===== src/verilog/dtcd_params.svh =====
`ifndef DTCD_PARAMS_SVH
`define DTCD_PARAMS_SVH
`define DTCD_OFF_PCC 8'h00
`define DTCD_OFF_DCC 8'h04
`define DTCD_OFF_DIE1 8'h08
`define DTCD_OFF_DIE2 8'h0c
`define DTCD_OFF_PIE1 8'h10
`define DTCD_OFF_PIE2 8'h14
`define DTCD_OFF_PWR 8'h18
`define DTCD_OFF_SYS 8'h1c
`define DTCD_OFF_PMUX 8'h20
`define DTCD_OFF_STAT 8'h24
`define DTCD_PCC_DSP_CORE_DIVIDER 0
`define DTCD_PCC_MMDIV 2
`define DTCD_PCC_TRAFFIC_CTRL_DIVIDER 4
`define DTCD_PCC_DISPDIV 6
`define DTCD_PCC_COREEN 8
`define DTCD_PCC_IRQSEL 9
`define DTCD_PCC_BYPASS 10
`define DTCD_DCC_PIN_IO_DIVIDER 0
`define DTCD_DCC_PERDIV 2
`define DTCD_DCC_PIN_IO_SOURCE_SELECT 4
`define DTCD_DCC_TIMXO 5
`define DTCD_DIE1_PUB 0
`define DTCD_DIE1_TIM 1
`define DTCD_DIE1_WD 2
`define DTCD_DIE2_GPIO 0
`define DTCD_DIE2_PUB 1
`define DTCD_DIE2_TIM 2
`define DTCD_DIE2_WD 3
`define DTCD_PIE1_IF 0
`define DTCD_PIE1_LB 1
`define DTCD_PIE1_HP 2
`define DTCD_PIE1_DISP 3
`define DTCD_PIE2_LB 0
`define DTCD_PIE2_DMA 1
`define DTCD_PIE2_DISP 2
`define DTCD_PWR_LP 1
`define DTCD_PMUX_LSB 12
`define DTCD_PMUX_LP 3'h1
`define DTCD_SCHEME_SYNC 3'h0
`define DTCD_SCHEME_SCALABLE 3'h2
`define DTCD_RST_PCC 16'h0500
`define DTCD_RST_DCC 16'h0000
`define DTCD_RST_DIE1 16'h0000
`define DTCD_RST_DIE2 16'h0000
`define DTCD_RST_PIE1 16'h0000
`define DTCD_RST_PIE2 16'h0000
`define DTCD_RST_PWR 16'h0000
`define DTCD_RST_PMUX 16'h0000
`define DTCD_WD_DIVIDE 14
`define DTCD_WD_HALF 3'h6
`define DTCD_CLK_MHZ 10
`define DTCD_GLOBAL_RESET_NS 1600
`define DTCD_GLOBAL_RESET_CYC ((`DTCD_GLOBAL_RESET_NS * `DTCD_CLK_MHZ) / 1000)
`endif


===== src/verilog/dtcd_pkg.sv =====
package dtcd_pkg;
   typedef struct packed {
      logic [7:0] addr;
      logic [31:0] wdata;
      logic wr;
      logic rd;
   } dtcd_bus_req_t;
   typedef struct packed {
      logic out;
      logic oe;
   } dtcd_ball_t;
   typedef enum logic [2:0] {
      DTCD_RUN = 3'h1,
      DTCD_STOP = 3'h2,
      DTCD_APPLY = 3'h4
   } dtcd_div_state_t;
endpackage : dtcd_pkg


===== src/verilog/dtcd_gate.sv =====
`timescale 1ns/100ps
`default_nettype none
module dtcd_gate
#(parameter int N = 13)
(
   input wire logic mclk,
   input wire logic rst,
   input wire logic [N-1:0] clk_in,
   input wire logic [N-1:0] en,
   output logic [N-1:0] clk_out
);
   logic [N-1:0] en_q;
   genvar i;
   generate
      for (i = 0; i < N; i = i + 1)
      begin : g_cell
         // latch-style: enable only moves while the clock is low
         always_ff @(posedge mclk or posedge rst)
         begin
            if (rst)
               en_q[i] <= 1'b1;
            else if (!clk_in[i])
               en_q[i] <= en[i];
         end
         always_ff @(posedge mclk or posedge rst)
         begin
            if (rst)
               clk_out[i] <= 1'b0;
            else
               clk_out[i] <= clk_in[i] & en_q[i];
         end

      end
   endgenerate
endmodule : dtcd_gate
`default_nettype wire


===== src/verilog/dtcd_divider.sv =====
`timescale 1ns/100ps
`default_nettype none
module dtcd_divider
(
   input wire logic mclk,
   input wire logic rst,
   input wire logic src,
   input wire logic [1:0] ratio_req,
   output logic clk_out,
   output logic [1:0] ratio_cur,
   output logic busy
);
   dtcd_pkg::dtcd_div_state_t state_reg;
   logic src_q;
   logic [2:0] cnt_reg;
   logic en_q;
   logic [3:0] taps;
   logic tap_sel;
   logic rise;

   assign rise = src & ~src_q;
   assign taps = {cnt_reg, src};
   assign tap_sel = taps[ratio_cur];
   assign busy = (state_reg != dtcd_pkg::DTCD_RUN);

   always_ff @(posedge mclk or posedge rst)
   begin
      if (rst)
         src_q <= 1'b0;
      else
         src_q <= src;
   end

   // free-running, never reset by ratio changes
   always_ff @(posedge mclk or posedge rst)
   begin
      if (rst)
         cnt_reg <= 3'h0;
      else if (rise)
         cnt_reg <= cnt_reg + 3'h1;
   end

   // off, swap ratio, back on: avoids spikes on a ratio change
   always_ff @(posedge mclk or posedge rst)
   begin
      if (rst)
      begin
         state_reg <= dtcd_pkg::DTCD_RUN;
         ratio_cur <= 2'h0;
         en_q <= 1'b1;
      end
      else
      begin
         unique case (state_reg)
            dtcd_pkg::DTCD_RUN:
            begin
               if (!tap_sel)
                  en_q <= 1'b1;
               if (ratio_req != ratio_cur)
                  state_reg <= dtcd_pkg::DTCD_STOP;
            end
            dtcd_pkg::DTCD_STOP:
            begin
               if (!tap_sel)
               begin
                  en_q <= 1'b0;
                  state_reg <= dtcd_pkg::DTCD_APPLY;
               end
            end
            dtcd_pkg::DTCD_APPLY:
            begin
               ratio_cur <= ratio_req;
               state_reg <= dtcd_pkg::DTCD_RUN;
            end
            default:
               state_reg <= dtcd_pkg::DTCD_RUN;
         endcase
      end
   end

   always_ff @(posedge mclk or posedge rst)
   begin
      if (rst)
         clk_out <= 1'b0;
      else
         clk_out <= tap_sel & en_q;
   end
endmodule : dtcd_divider
`default_nettype wire


===== src/verilog/dtcd_clock_distribution.sv =====
// Functional notes
// - core clock is dsp source over 1,2,4,8
// - core clock runs; stop only in dsp reset
// - memmgmt clock is dsp source over 1,2,4,8
// - pin io clock: divided source or reference, gated
// - public peripheral clock from reference, enable, idle
// - timer clock: half source or reference, gated
// - watchdog reference/14; ungateable in watchdog mode
// - pin io and peripheral dividers reset to 1
// - dsp source clock has 50 percent duty
// - source in bypass at reset; reprogram after period
// - free counter gives four 50 percent taps
// - divider resets to 1; changes stop-apply-restart
// - traffic clock divided source, idles with interface
// - irq handler uses traffic clock when selected
// - local bus clock equals traffic clock, gated
// - host port gated by own idle and dsp idle
// - dma and bridge follow interface idle; dma request
// - display clock divided traffic source, enable, idle
// - fifo bypass in synchronous scheme, used when scalable
// - low power request in deep sleep or software
// - scheme resets to 000; 010 scalable; others refused
//
// Design decisions made here: the address-and-strobe port and the address map.
`timescale 1ns/100ps
`default_nettype none
`include "dtcd_params.svh"
module dtcd_clock_distribution
#(parameter int GLOBAL_RESET_CYCLES = `DTCD_GLOBAL_RESET_CYC)
(
   input wire logic mclk,
   input wire logic rst,
   input wire dtcd_pkg::dtcd_bus_req_t bus_req,
   output logic [31:0] bus_rdata,
   input wire logic reference_input_clock,
   input wire logic processor_core_clock,
   input wire logic dsp_in_reset,
   input wire logic dsp_idle,
   input wire logic watchdog_mode,
   input wire logic deep_sleep,
   output logic dsp_core_clock,
   output logic dsp_memmgmt_clock,
   output logic dsp_pin_io_clock,
   output logic dsp_public_periph_clock,
   output logic dsp_timer_clock,
   output logic dsp_watchdog_clock,
   output logic dsp_periph_clock,
   output logic traffic_ctrl_clock,
   output logic local_bus_clock,
   output logic host_port_clock,
   output logic system_dma_clock,
   output logic periph_bridge_clock,
   output logic display_ctrl_clock,
   output logic irq_handler_clock,
   output logic fifo_bypass_tc_proc,
   output logic fifo_bypass_tc_dspmm,
   output logic low_power_request,
   output dtcd_pkg::dtcd_ball_t shared_io_ball
);
   localparam int NG = 13;
   localparam int ND = 6;
   localparam int G_CORE = 0;
   localparam int G_MM = 1;
   localparam int G_GPIO = 2;
   localparam int G_PUB = 3;
   localparam int G_TIM = 4;
   localparam int G_WD = 5;
   localparam int G_PER = 6;
   localparam int G_TC = 7;
   localparam int G_LB = 8;
   localparam int G_HP = 9;
   localparam int G_DMA = 10;
   localparam int G_BR = 11;
   localparam int G_DISP = 12;
   localparam int D_CORE = 0;
   localparam int D_MM = 1;
   localparam int D_GPIO = 2;
   localparam int D_PER = 3;
   localparam int D_TC = 4;
   localparam int D_DISP = 5;

   logic [15:0] pcc_reg, dcc_reg, die1_reg, die2_reg;
   logic [15:0] pie1_reg, pie2_reg, pwr_reg, pmux_reg;
   logic [2:0] scheme_reg;
   logic [15:0] rst_cnt_reg;
   logic rst_done;
   logic dsp_pll_reg, dsp_src_reg, tr_src_reg;
   logic ref_q, ref_rise, dsp_src_q;
   logic [2:0] wd_cnt_reg;
   logic wd14_reg, tmr_half_reg;
   logic [ND-1:0] div_src, div_clk, div_busy;
   logic [1:0] div_req [ND];
   logic [NG-1:0] g_in, g_en, g_out;
   logic irq_q;

   function automatic logic hit(input logic [7:0] a, input logic [7:0] off);
      hit = (a == off);
   endfunction : hit

   logic wr_pcc, wr_sys;
   assign wr_pcc = bus_req.wr && hit(bus_req.addr, `DTCD_OFF_PCC);
   assign wr_sys = bus_req.wr && hit(bus_req.addr, `DTCD_OFF_SYS);

   // global reset period timer guards the source clock bypass bit
   always_ff @(posedge mclk or posedge rst)
   begin
      if (rst)
         rst_cnt_reg <= 16'h0;
      else if (!rst_done)
         rst_cnt_reg <= rst_cnt_reg + 16'h1;
   end
   assign rst_done = (rst_cnt_reg >= 16'(GLOBAL_RESET_CYCLES));

   always_ff @(posedge mclk or posedge rst)
   begin
      if (rst)
         pcc_reg <= `DTCD_RST_PCC;
      else if (wr_pcc)
      begin
         pcc_reg <= bus_req.wdata[15:0];
         if (!rst_done)
            pcc_reg[`DTCD_PCC_BYPASS] <= pcc_reg[`DTCD_PCC_BYPASS];
      end
   end

   always_ff @(posedge mclk or posedge rst)
   begin
      if (rst)
      begin
         dcc_reg <= `DTCD_RST_DCC;
         die1_reg <= `DTCD_RST_DIE1;
         die2_reg <= `DTCD_RST_DIE2;
         pie1_reg <= `DTCD_RST_PIE1;
         pie2_reg <= `DTCD_RST_PIE2;
         pwr_reg <= `DTCD_RST_PWR;
         pmux_reg <= `DTCD_RST_PMUX;
      end
      else if (bus_req.wr)
      begin
         if (hit(bus_req.addr, `DTCD_OFF_DCC))
            dcc_reg <= bus_req.wdata[15:0];
         if (hit(bus_req.addr, `DTCD_OFF_DIE1))
            die1_reg <= bus_req.wdata[15:0];
         if (hit(bus_req.addr, `DTCD_OFF_DIE2))
            die2_reg <= bus_req.wdata[15:0];
         if (hit(bus_req.addr, `DTCD_OFF_PIE1))
            pie1_reg <= bus_req.wdata[15:0];
         if (hit(bus_req.addr, `DTCD_OFF_PIE2))
            pie2_reg <= bus_req.wdata[15:0];
         if (hit(bus_req.addr, `DTCD_OFF_PWR))
            pwr_reg <= bus_req.wdata[15:0];
         if (hit(bus_req.addr, `DTCD_OFF_PMUX))
            pmux_reg <= bus_req.wdata[15:0];
      end
   end

   // reserved scheme codes are dropped, the old scheme stays
   always_ff @(posedge mclk or posedge rst)
   begin
      if (rst)
         scheme_reg <= `DTCD_SCHEME_SYNC;
      else if (wr_sys && (bus_req.wdata[2:0] == `DTCD_SCHEME_SYNC
                          || bus_req.wdata[2:0] == `DTCD_SCHEME_SCALABLE))
         scheme_reg <= bus_req.wdata[2:0];
   end

   // sources: toggles of mclk give exact 50 percent duty
   always_ff @(posedge mclk or posedge rst)
   begin
      if (rst)
      begin
         dsp_pll_reg <= 1'b0;
         tr_src_reg <= 1'b0;
         dsp_src_reg <= 1'b0;
      end
      else
      begin
         dsp_pll_reg <= ~dsp_pll_reg;
         tr_src_reg <= ~tr_src_reg;
         // registered mux; switching bypass may stretch one phase
         dsp_src_reg <= pcc_reg[`DTCD_PCC_BYPASS] ? reference_input_clock
                                                   : dsp_pll_reg;
      end
   end

   // watchdog: reference over 14 as a 7-high 7-low square
   assign ref_rise = reference_input_clock & ~ref_q;
   always_ff @(posedge mclk or posedge rst)
   begin
      if (rst)
      begin
         ref_q <= 1'b0;
         wd_cnt_reg <= 3'h0;
         wd14_reg <= 1'b0;
      end
      else
      begin
         ref_q <= reference_input_clock;
         if (ref_rise)
         begin
            if (wd_cnt_reg == `DTCD_WD_HALF)
            begin
               wd_cnt_reg <= 3'h0;
               wd14_reg <= ~wd14_reg;
            end
            else
               wd_cnt_reg <= wd_cnt_reg + 3'h1;
         end
      end
   end

   always_ff @(posedge mclk or posedge rst)
   begin
      if (rst)
      begin
         dsp_src_q <= 1'b0;
         tmr_half_reg <= 1'b0;
      end
      else
      begin
         dsp_src_q <= dsp_src_reg;
         if (dsp_src_reg && !dsp_src_q)
            tmr_half_reg <= ~tmr_half_reg;
      end
   end

   always_comb
   begin
      div_src = {tr_src_reg, tr_src_reg, dsp_src_reg, dsp_src_reg,
                 dsp_src_reg, dsp_src_reg};
      div_req[D_CORE] = pcc_reg[`DTCD_PCC_DSP_CORE_DIVIDER +: 2];
      div_req[D_MM] = pcc_reg[`DTCD_PCC_MMDIV +: 2];
      div_req[D_GPIO] = dcc_reg[`DTCD_DCC_PIN_IO_DIVIDER +: 2];
      div_req[D_PER] = dcc_reg[`DTCD_DCC_PERDIV +: 2];
      div_req[D_TC] = pcc_reg[`DTCD_PCC_TRAFFIC_CTRL_DIVIDER +: 2];
      div_req[D_DISP] = pcc_reg[`DTCD_PCC_DISPDIV +: 2];
   end

   genvar d;
   generate
      for (d = 0; d < ND; d = d + 1)
      begin : g_div
         dtcd_divider u_div (
            .mclk(mclk),
            .rst(rst),
            .src(div_src[d]),
            .ratio_req(div_req[d]),
            .clk_out(div_clk[d]),
            .ratio_cur(),
            .busy(div_busy[d])
         );
      end
   endgenerate

   logic if_idle;
   assign if_idle = pie1_reg[`DTCD_PIE1_IF];

   always_comb
   begin
      g_in = '0;
      g_en = '0;
      g_in[G_CORE] = div_clk[D_CORE];
      g_en[G_CORE] = pcc_reg[`DTCD_PCC_COREEN] || !dsp_in_reset;
      g_in[G_MM] = div_clk[D_MM];
      g_en[G_MM] = 1'b1;
      g_in[G_GPIO] = dcc_reg[`DTCD_DCC_PIN_IO_SOURCE_SELECT] ? reference_input_clock
                                               : div_clk[D_GPIO];
      g_en[G_GPIO] = die2_reg[`DTCD_DIE2_GPIO];
      g_in[G_PUB] = reference_input_clock;
      g_en[G_PUB] = die2_reg[`DTCD_DIE2_PUB] && !die1_reg[`DTCD_DIE1_PUB];
      g_in[G_TIM] = dcc_reg[`DTCD_DCC_TIMXO] ? reference_input_clock
                                              : tmr_half_reg;
      g_en[G_TIM] = die2_reg[`DTCD_DIE2_TIM] && !die1_reg[`DTCD_DIE1_TIM];
      g_in[G_WD] = wd14_reg;
      g_en[G_WD] = watchdog_mode || (die2_reg[`DTCD_DIE2_WD]
                                     && !die1_reg[`DTCD_DIE1_WD]);
      g_in[G_PER] = div_clk[D_PER];
      g_en[G_PER] = 1'b1;
      g_in[G_TC] = div_clk[D_TC];
      g_en[G_TC] = !if_idle;
      g_in[G_LB] = div_clk[D_TC];
      g_en[G_LB] = pie2_reg[`DTCD_PIE2_LB] && !pie1_reg[`DTCD_PIE1_LB];
      g_in[G_HP] = div_clk[D_TC];
      g_en[G_HP] = !(pie1_reg[`DTCD_PIE1_HP] && dsp_idle);
      g_in[G_DMA] = div_clk[D_TC];
      g_en[G_DMA] = pie2_reg[`DTCD_PIE2_DMA] && !if_idle;
      g_in[G_BR] = div_clk[D_TC];
      g_en[G_BR] = !if_idle;
      g_in[G_DISP] = div_clk[D_DISP];
      g_en[G_DISP] = pie2_reg[`DTCD_PIE2_DISP] && !pie1_reg[`DTCD_PIE1_DISP];
   end

   dtcd_gate #(.N(NG)) u_gate (
      .mclk(mclk),
      .rst(rst),
      .clk_in(g_in),
      .en(g_en),
      .clk_out(g_out)
   );

   assign dsp_core_clock = g_out[G_CORE];
   assign dsp_memmgmt_clock = g_out[G_MM];
   assign dsp_pin_io_clock = g_out[G_GPIO];
   assign dsp_public_periph_clock = g_out[G_PUB];
   assign dsp_timer_clock = g_out[G_TIM];
   assign dsp_watchdog_clock = g_out[G_WD];
   assign dsp_periph_clock = g_out[G_PER];
   assign traffic_ctrl_clock = g_out[G_TC];
   assign local_bus_clock = g_out[G_LB];
   assign host_port_clock = g_out[G_HP];
   assign system_dma_clock = g_out[G_DMA];
   assign periph_bridge_clock = g_out[G_BR];
   assign display_ctrl_clock = g_out[G_DISP];
   assign irq_handler_clock = irq_q;

   always_ff @(posedge mclk or posedge rst)
   begin
      if (rst)
         irq_q <= 1'b0;
      else
         irq_q <= pcc_reg[`DTCD_PCC_IRQSEL] ? g_out[G_TC]
                                           : processor_core_clock;
   end

   // fifo bypass, low power request and its ball
   always_ff @(posedge mclk or posedge rst)
   begin
      if (rst)
      begin
         fifo_bypass_tc_proc <= 1'b1;
         fifo_bypass_tc_dspmm <= 1'b1;
         low_power_request <= 1'b0;
         shared_io_ball <= '0;
      end
      else
      begin
         fifo_bypass_tc_proc <= (scheme_reg == `DTCD_SCHEME_SYNC);
         fifo_bypass_tc_dspmm <= (scheme_reg == `DTCD_SCHEME_SYNC);
         low_power_request <= deep_sleep || pwr_reg[`DTCD_PWR_LP];
         shared_io_ball.oe <= (pmux_reg[`DTCD_PMUX_LSB +: 3] == `DTCD_PMUX_LP);
         shared_io_ball.out <= (deep_sleep || pwr_reg[`DTCD_PWR_LP])
                               && (pmux_reg[`DTCD_PMUX_LSB +: 3] == `DTCD_PMUX_LP);
      end
   end

   // read data one cycle after the strobe; unmapped reads zero
   always_ff @(posedge mclk or posedge rst)
   begin
      if (rst)
         bus_rdata <= 32'h0;
      else if (bus_req.rd)
      begin
         unique case (bus_req.addr)
            `DTCD_OFF_PCC: bus_rdata <= {16'h0, pcc_reg};
            `DTCD_OFF_DCC: bus_rdata <= {16'h0, dcc_reg};
            `DTCD_OFF_DIE1: bus_rdata <= {16'h0, die1_reg};
            `DTCD_OFF_DIE2: bus_rdata <= {16'h0, die2_reg};
            `DTCD_OFF_PIE1: bus_rdata <= {16'h0, pie1_reg};
            `DTCD_OFF_PIE2: bus_rdata <= {16'h0, pie2_reg};
            `DTCD_OFF_PWR: bus_rdata <= {16'h0, pwr_reg};
            `DTCD_OFF_SYS: bus_rdata <= {29'h0, scheme_reg};
            `DTCD_OFF_PMUX: bus_rdata <= {16'h0, pmux_reg};
            `DTCD_OFF_STAT: bus_rdata <= {10'h0, rst_done, low_power_request,
                                          fifo_bypass_tc_proc, div_busy, g_out};
            default: bus_rdata <= 32'h0;
         endcase
      end
      else
         bus_rdata <= 32'h0;
   end
endmodule : dtcd_clock_distribution
`default_nettype wire


===== config.mk =====
export PLATFORM = sky130hd
export DESIGN_NAME = dtcd_clock_distribution
export DESIGN_NICKNAME = d
export VERILOG_FILES = /design/src/verilog/dtcd_pkg.sv /design/src/verilog/dtcd_gate.sv /design/src/verilog/dtcd_divider.sv /design/src/verilog/dtcd_clock_distribution.sv
export VERILOG_INCLUDE_DIRS = /design/src /design/src/verilog
export SDC_FILE = /design/constraint.sdc
export NUM_CORES = 1
export LEC_CHECK = 0
export BUFFER_PORTS_ARGS = -buffer_cell sky130_fd_sc_hd__buf_2
export CORE_UTILIZATION = 45
export DETAILED_ROUTE_END_ITERATION = 10
export MAX_ROUTING_LAYER = met4
export PLACE_DENSITY = 0.75
export RECOVER_POWER = 100
export SYNTH_ARGS = -nofsm -noshare
export SYNTH_HDL_FRONTEND = slang
export SYNTH_SLANG_ARGS = --single-unit

===== constraint.sdc =====
create_clock -name mclk -period 17.5 [get_ports mclk]
set_input_delay 0 -clock mclk [delete_from_list [all_inputs] [get_ports mclk]]
set_output_delay 0 -clock mclk [all_outputs]
set_load 0.005 [all_outputs]

==> impl_metrics.csv <==
group,metric,value,unit
pwr,vdd.ir_drop.worst,0.07551,mV
job,maxCapViolCount,5,
detailed_routing,postRouteAntennaNets,0,
critical_path,path_max_fanout,122,
timing,grt_setup_unrepaired,"no",
global_routing,overflow,0,
yosys,synth_top_area_share,51.46,%
cts,cts_tree,"yes",
pwr,finalPower,1.393,mW
global_routing,antenna_found_initial,0,
worst_hold_path,hold_start,"bus_req[1]",
yosys,ys.flop_type,"dfrtp_1",
place,io_buffer_count,74,
critical_path,reg2reg_slack,15.62,ns
floorplanning,num_rows,58,
global_routing,grtUsageTotal,21.08,%
floorplanning,ios,101,
cts,htreeDepth,1,
critical_path,r2r-end,"g_div[0].u_div.cnt_reg[1]",
floorplanning,dieWidth,163.7,um
place,globalplace.congestion,0.8933,
pwr,seqPwrFrac,49.8,%
timing,worstMarginPinSlew,5.116,ns
place,hpwl,17600,um
critical_path,cp-start-kind,"primary input",
global_routing,grt_pass1_wl,42030,um
worst_hold_path,worstHoldEndpoint,"scheme_reg[2]",
floorplanning,die-area,26800,sq um
detailed_routing,wirelength,26570,um
detailed_routing,wl_per_cell,20.07,um
yosys,syn_area,11770,sq um
floorplanning,die_y,163.7,um
place,dpl.cell_count,1249,
cts,cts.sinks,267,
critical_path,worst_r2r_path_depth,2,
yosys,postSynth.asyncResetShare,100.0,%
detailed_routing,via_per_inst,5.585,
timing,fin_setup_tns,0,ns
cts,cts-root-buf,"clkbuf_16",
critical_path,criticalPathCategory,"in2async",
yosys,synth_area_per_cell,13.30,sq um
cts,hold_buffers,25,
status,violations,"hold timing, capacitance limit, slew limit",
layout,layout-drive-gt1-share,27.46,%
global_routing,grt_pass1_vias,7441,
worst_hold_path,worstHoldPathCells,3,
detailed_routing,dr.pass1.iters,5,
timing,fin_skew,0.01580,ns
yosys,ys.warnings.count,0,
layout,antenna-diode-count,0,
worst_hold_path,hp-class,"in2reg",
yosys,yosysTopAreaCell,"dfrtp_1",
layout,area_growth,12.71,%
timing,setup_ws,10.69,ns
pwr,pwr-share-clk,42.7,%
layout,fin_nets,1032,
cts,cts.path.max_buffers,3,
yosys,syn_inst,885,
critical_path,r2r_start,"dsp_src_reg",
pwr,p_int,1.071,mW
global_routing,grt_max_degree,123,
layout,largest_reg_flops,22,
place,place_ws,14.69,ns
cts,clkLatencyLatePin,0.54,ns
critical_path,worstPathRequired,17.22,ns
timing,min_period,6.810,ns
status,status,"finished, violations left",
pwr,p_per_area,105.0,nW/um^2
timing,slew_headroom,-243.0,%
cts,post_cts_resized,0,
pwr,p_sw,0.3215,mW
detailed_routing,vias,7395,
floorplanning,fp.coreArea,25400,sq um
detailed_routing,drt_iter0_markers,590,
timing,hold_slack,-0.03252,ns
floorplanning,initial_core_util,46.33,%
pwr,power.leakage,6.179,nW
timing,timing.final.max_slew_violations,317,
critical_path,endpoint_kind,"asynchronous set/reset pin",
detailed_routing,drc_errors,0,
pwr,pwr-share-comb,7.5,%
timing,setup_violations,0,
timing,hold_violations,3,
cts,cts_buffers,28,
yosys,ys_seq_elements,267,
yosys,synthTopCellsByArea,"dfrtp_1 51%, mux2_2 13%, dfstp_2 5.6%",
cts,post_cts_buffers,0,
timing,max_freq,0.1469,GHz
critical_path,worstPathArrival,6.53,ns
yosys,yosysSeqAreaShare,57.04,%
yosys,ys_types,64,
yosys,synth-edff-count,0,
layout,fin_cells,1324,
timing,period_share,38.91,%
pwr,p_sw_share,23.08,%
cts,clk_pin_slew_worst_paths,0.06,ns
==> worst max path at each step <==
stage                               end        start  depth (start not counted)  slack (ns)
after floorplan            bus_rdata[0]          rst                          1       10.19
after global placement      pie1_reg[6]  bus_req[38]                          4       14.72
after detailed placement    pie1_reg[1]  bus_req[38]                          4       14.69
after CTS                 bus_rdata[13]  bus_req[34]                          8       15.07
after global routing       pie2_reg[14]          rst                          4        9.15
final                      die1_reg[12]          rst                          4       10.69
==> worst max-delay path: stages <==
cell	delay, ns
dlygate4sd3_1	0.53
buf_2	0.12
clkinvlp_2	2.83
clkbuf_1	2.97
==> layout by cell type, fill, tap and decap left out, types with 8 or more instances in the layout <==
cell,n
inv_1,15
mux2_2,135
nand3_1,21
clkbuf_1,37
xnor2_1,17
mux2i_1,25
ha_1,8
a21oi_1,17
nor3_1,9
xor2_1,12
nor2b_1,13
dfrtp_1,242
dlygate4sd3_1,25
o21ai_0,30
mux2_1,19
and2_1,8
nand2_1,44
a21o_1,9
nor3b_1,14
dfstp_2,20
and2_0,13
mux4_2,12
nor2_1,37
clkbuf_16,29
a31oi_1,9
a22oi_1,13
conb_1,10
buf_2,47
==> logic make-up after synthesis <==
group / after synthesis / synth area share [%]
flip-flops: 267 / 57.04
adder cells (fa/ha/maj): 8 / 0.8506
buffers and inverters: 71 / 3.339
XOR/XNOR: 29 / 2.158
multiplexers: 191 / 19.48
AO/OA/AOI/OAI: 118 / 6.720
AND/OR/NAND/NOR: 200 / 10.38
other: 1 / 0.03187
==> synthesized netlist by cell type, drive strengths merged, types with 14 or more instances <==
library cell / number
a21oi: 17
and2: 21
buf: 36
clkbuf: 19
dfrtp: 242
dfstp: 25
inv: 16
mux2: 154
mux2i: 25
nand2: 44
nand3: 21
nor2: 39
nor3b: 14
o21ai: 30
xnor2: 17
==> final cells by class <==
type                       instances  area, sq um
fill                            2148        12140
sequential                       267         6713
inverter                          16        61.31
tap                              330        412.9
timing repair buffer             105        616.8
clock buffer                      43        848.3
clock inverter                     7        88.84
multi-input combinational        556         4522
==> power groups by stage <==
stage | clock network, mW | logic (mW) | registers (mW)
floorplan | 0 | 0.0778 | 0.694
global placement | 0 | 0.102 | 0.701
detailed placement | 0 | 0.105 | 0.703
CTS | 0.605 | 0.110 | 0.693
global route | 0.628 | 0.118 | 0.699
finish | 0.595 | 0.105 | 0.693
==> per-layer routing <==
metal | share of wire [%] | GRT usage (%) | vias up
met3 | 6.6 | 3.030 | 47
met1 | 44 | 28.72 | 3752
met2 | 46 | 32.45 | 263
li1 | - | - | 3333
met5 | 0 | - | -
met4 | 2.9 | 7.155 | 0
==> stage by stage <==
stage               cell area, sq um  util, %  hold WS, ns
finish                         13260    52.22     -0.03252
CTS                            13490    53.12      0.03214
detailed placement             12300    48.44       0.1748
floorplan                      11800        -      0.03143
global route                   13260    52.22     -0.02502
global placement               12300    48.44       0.1712
(Power assumes the default switching activity.)
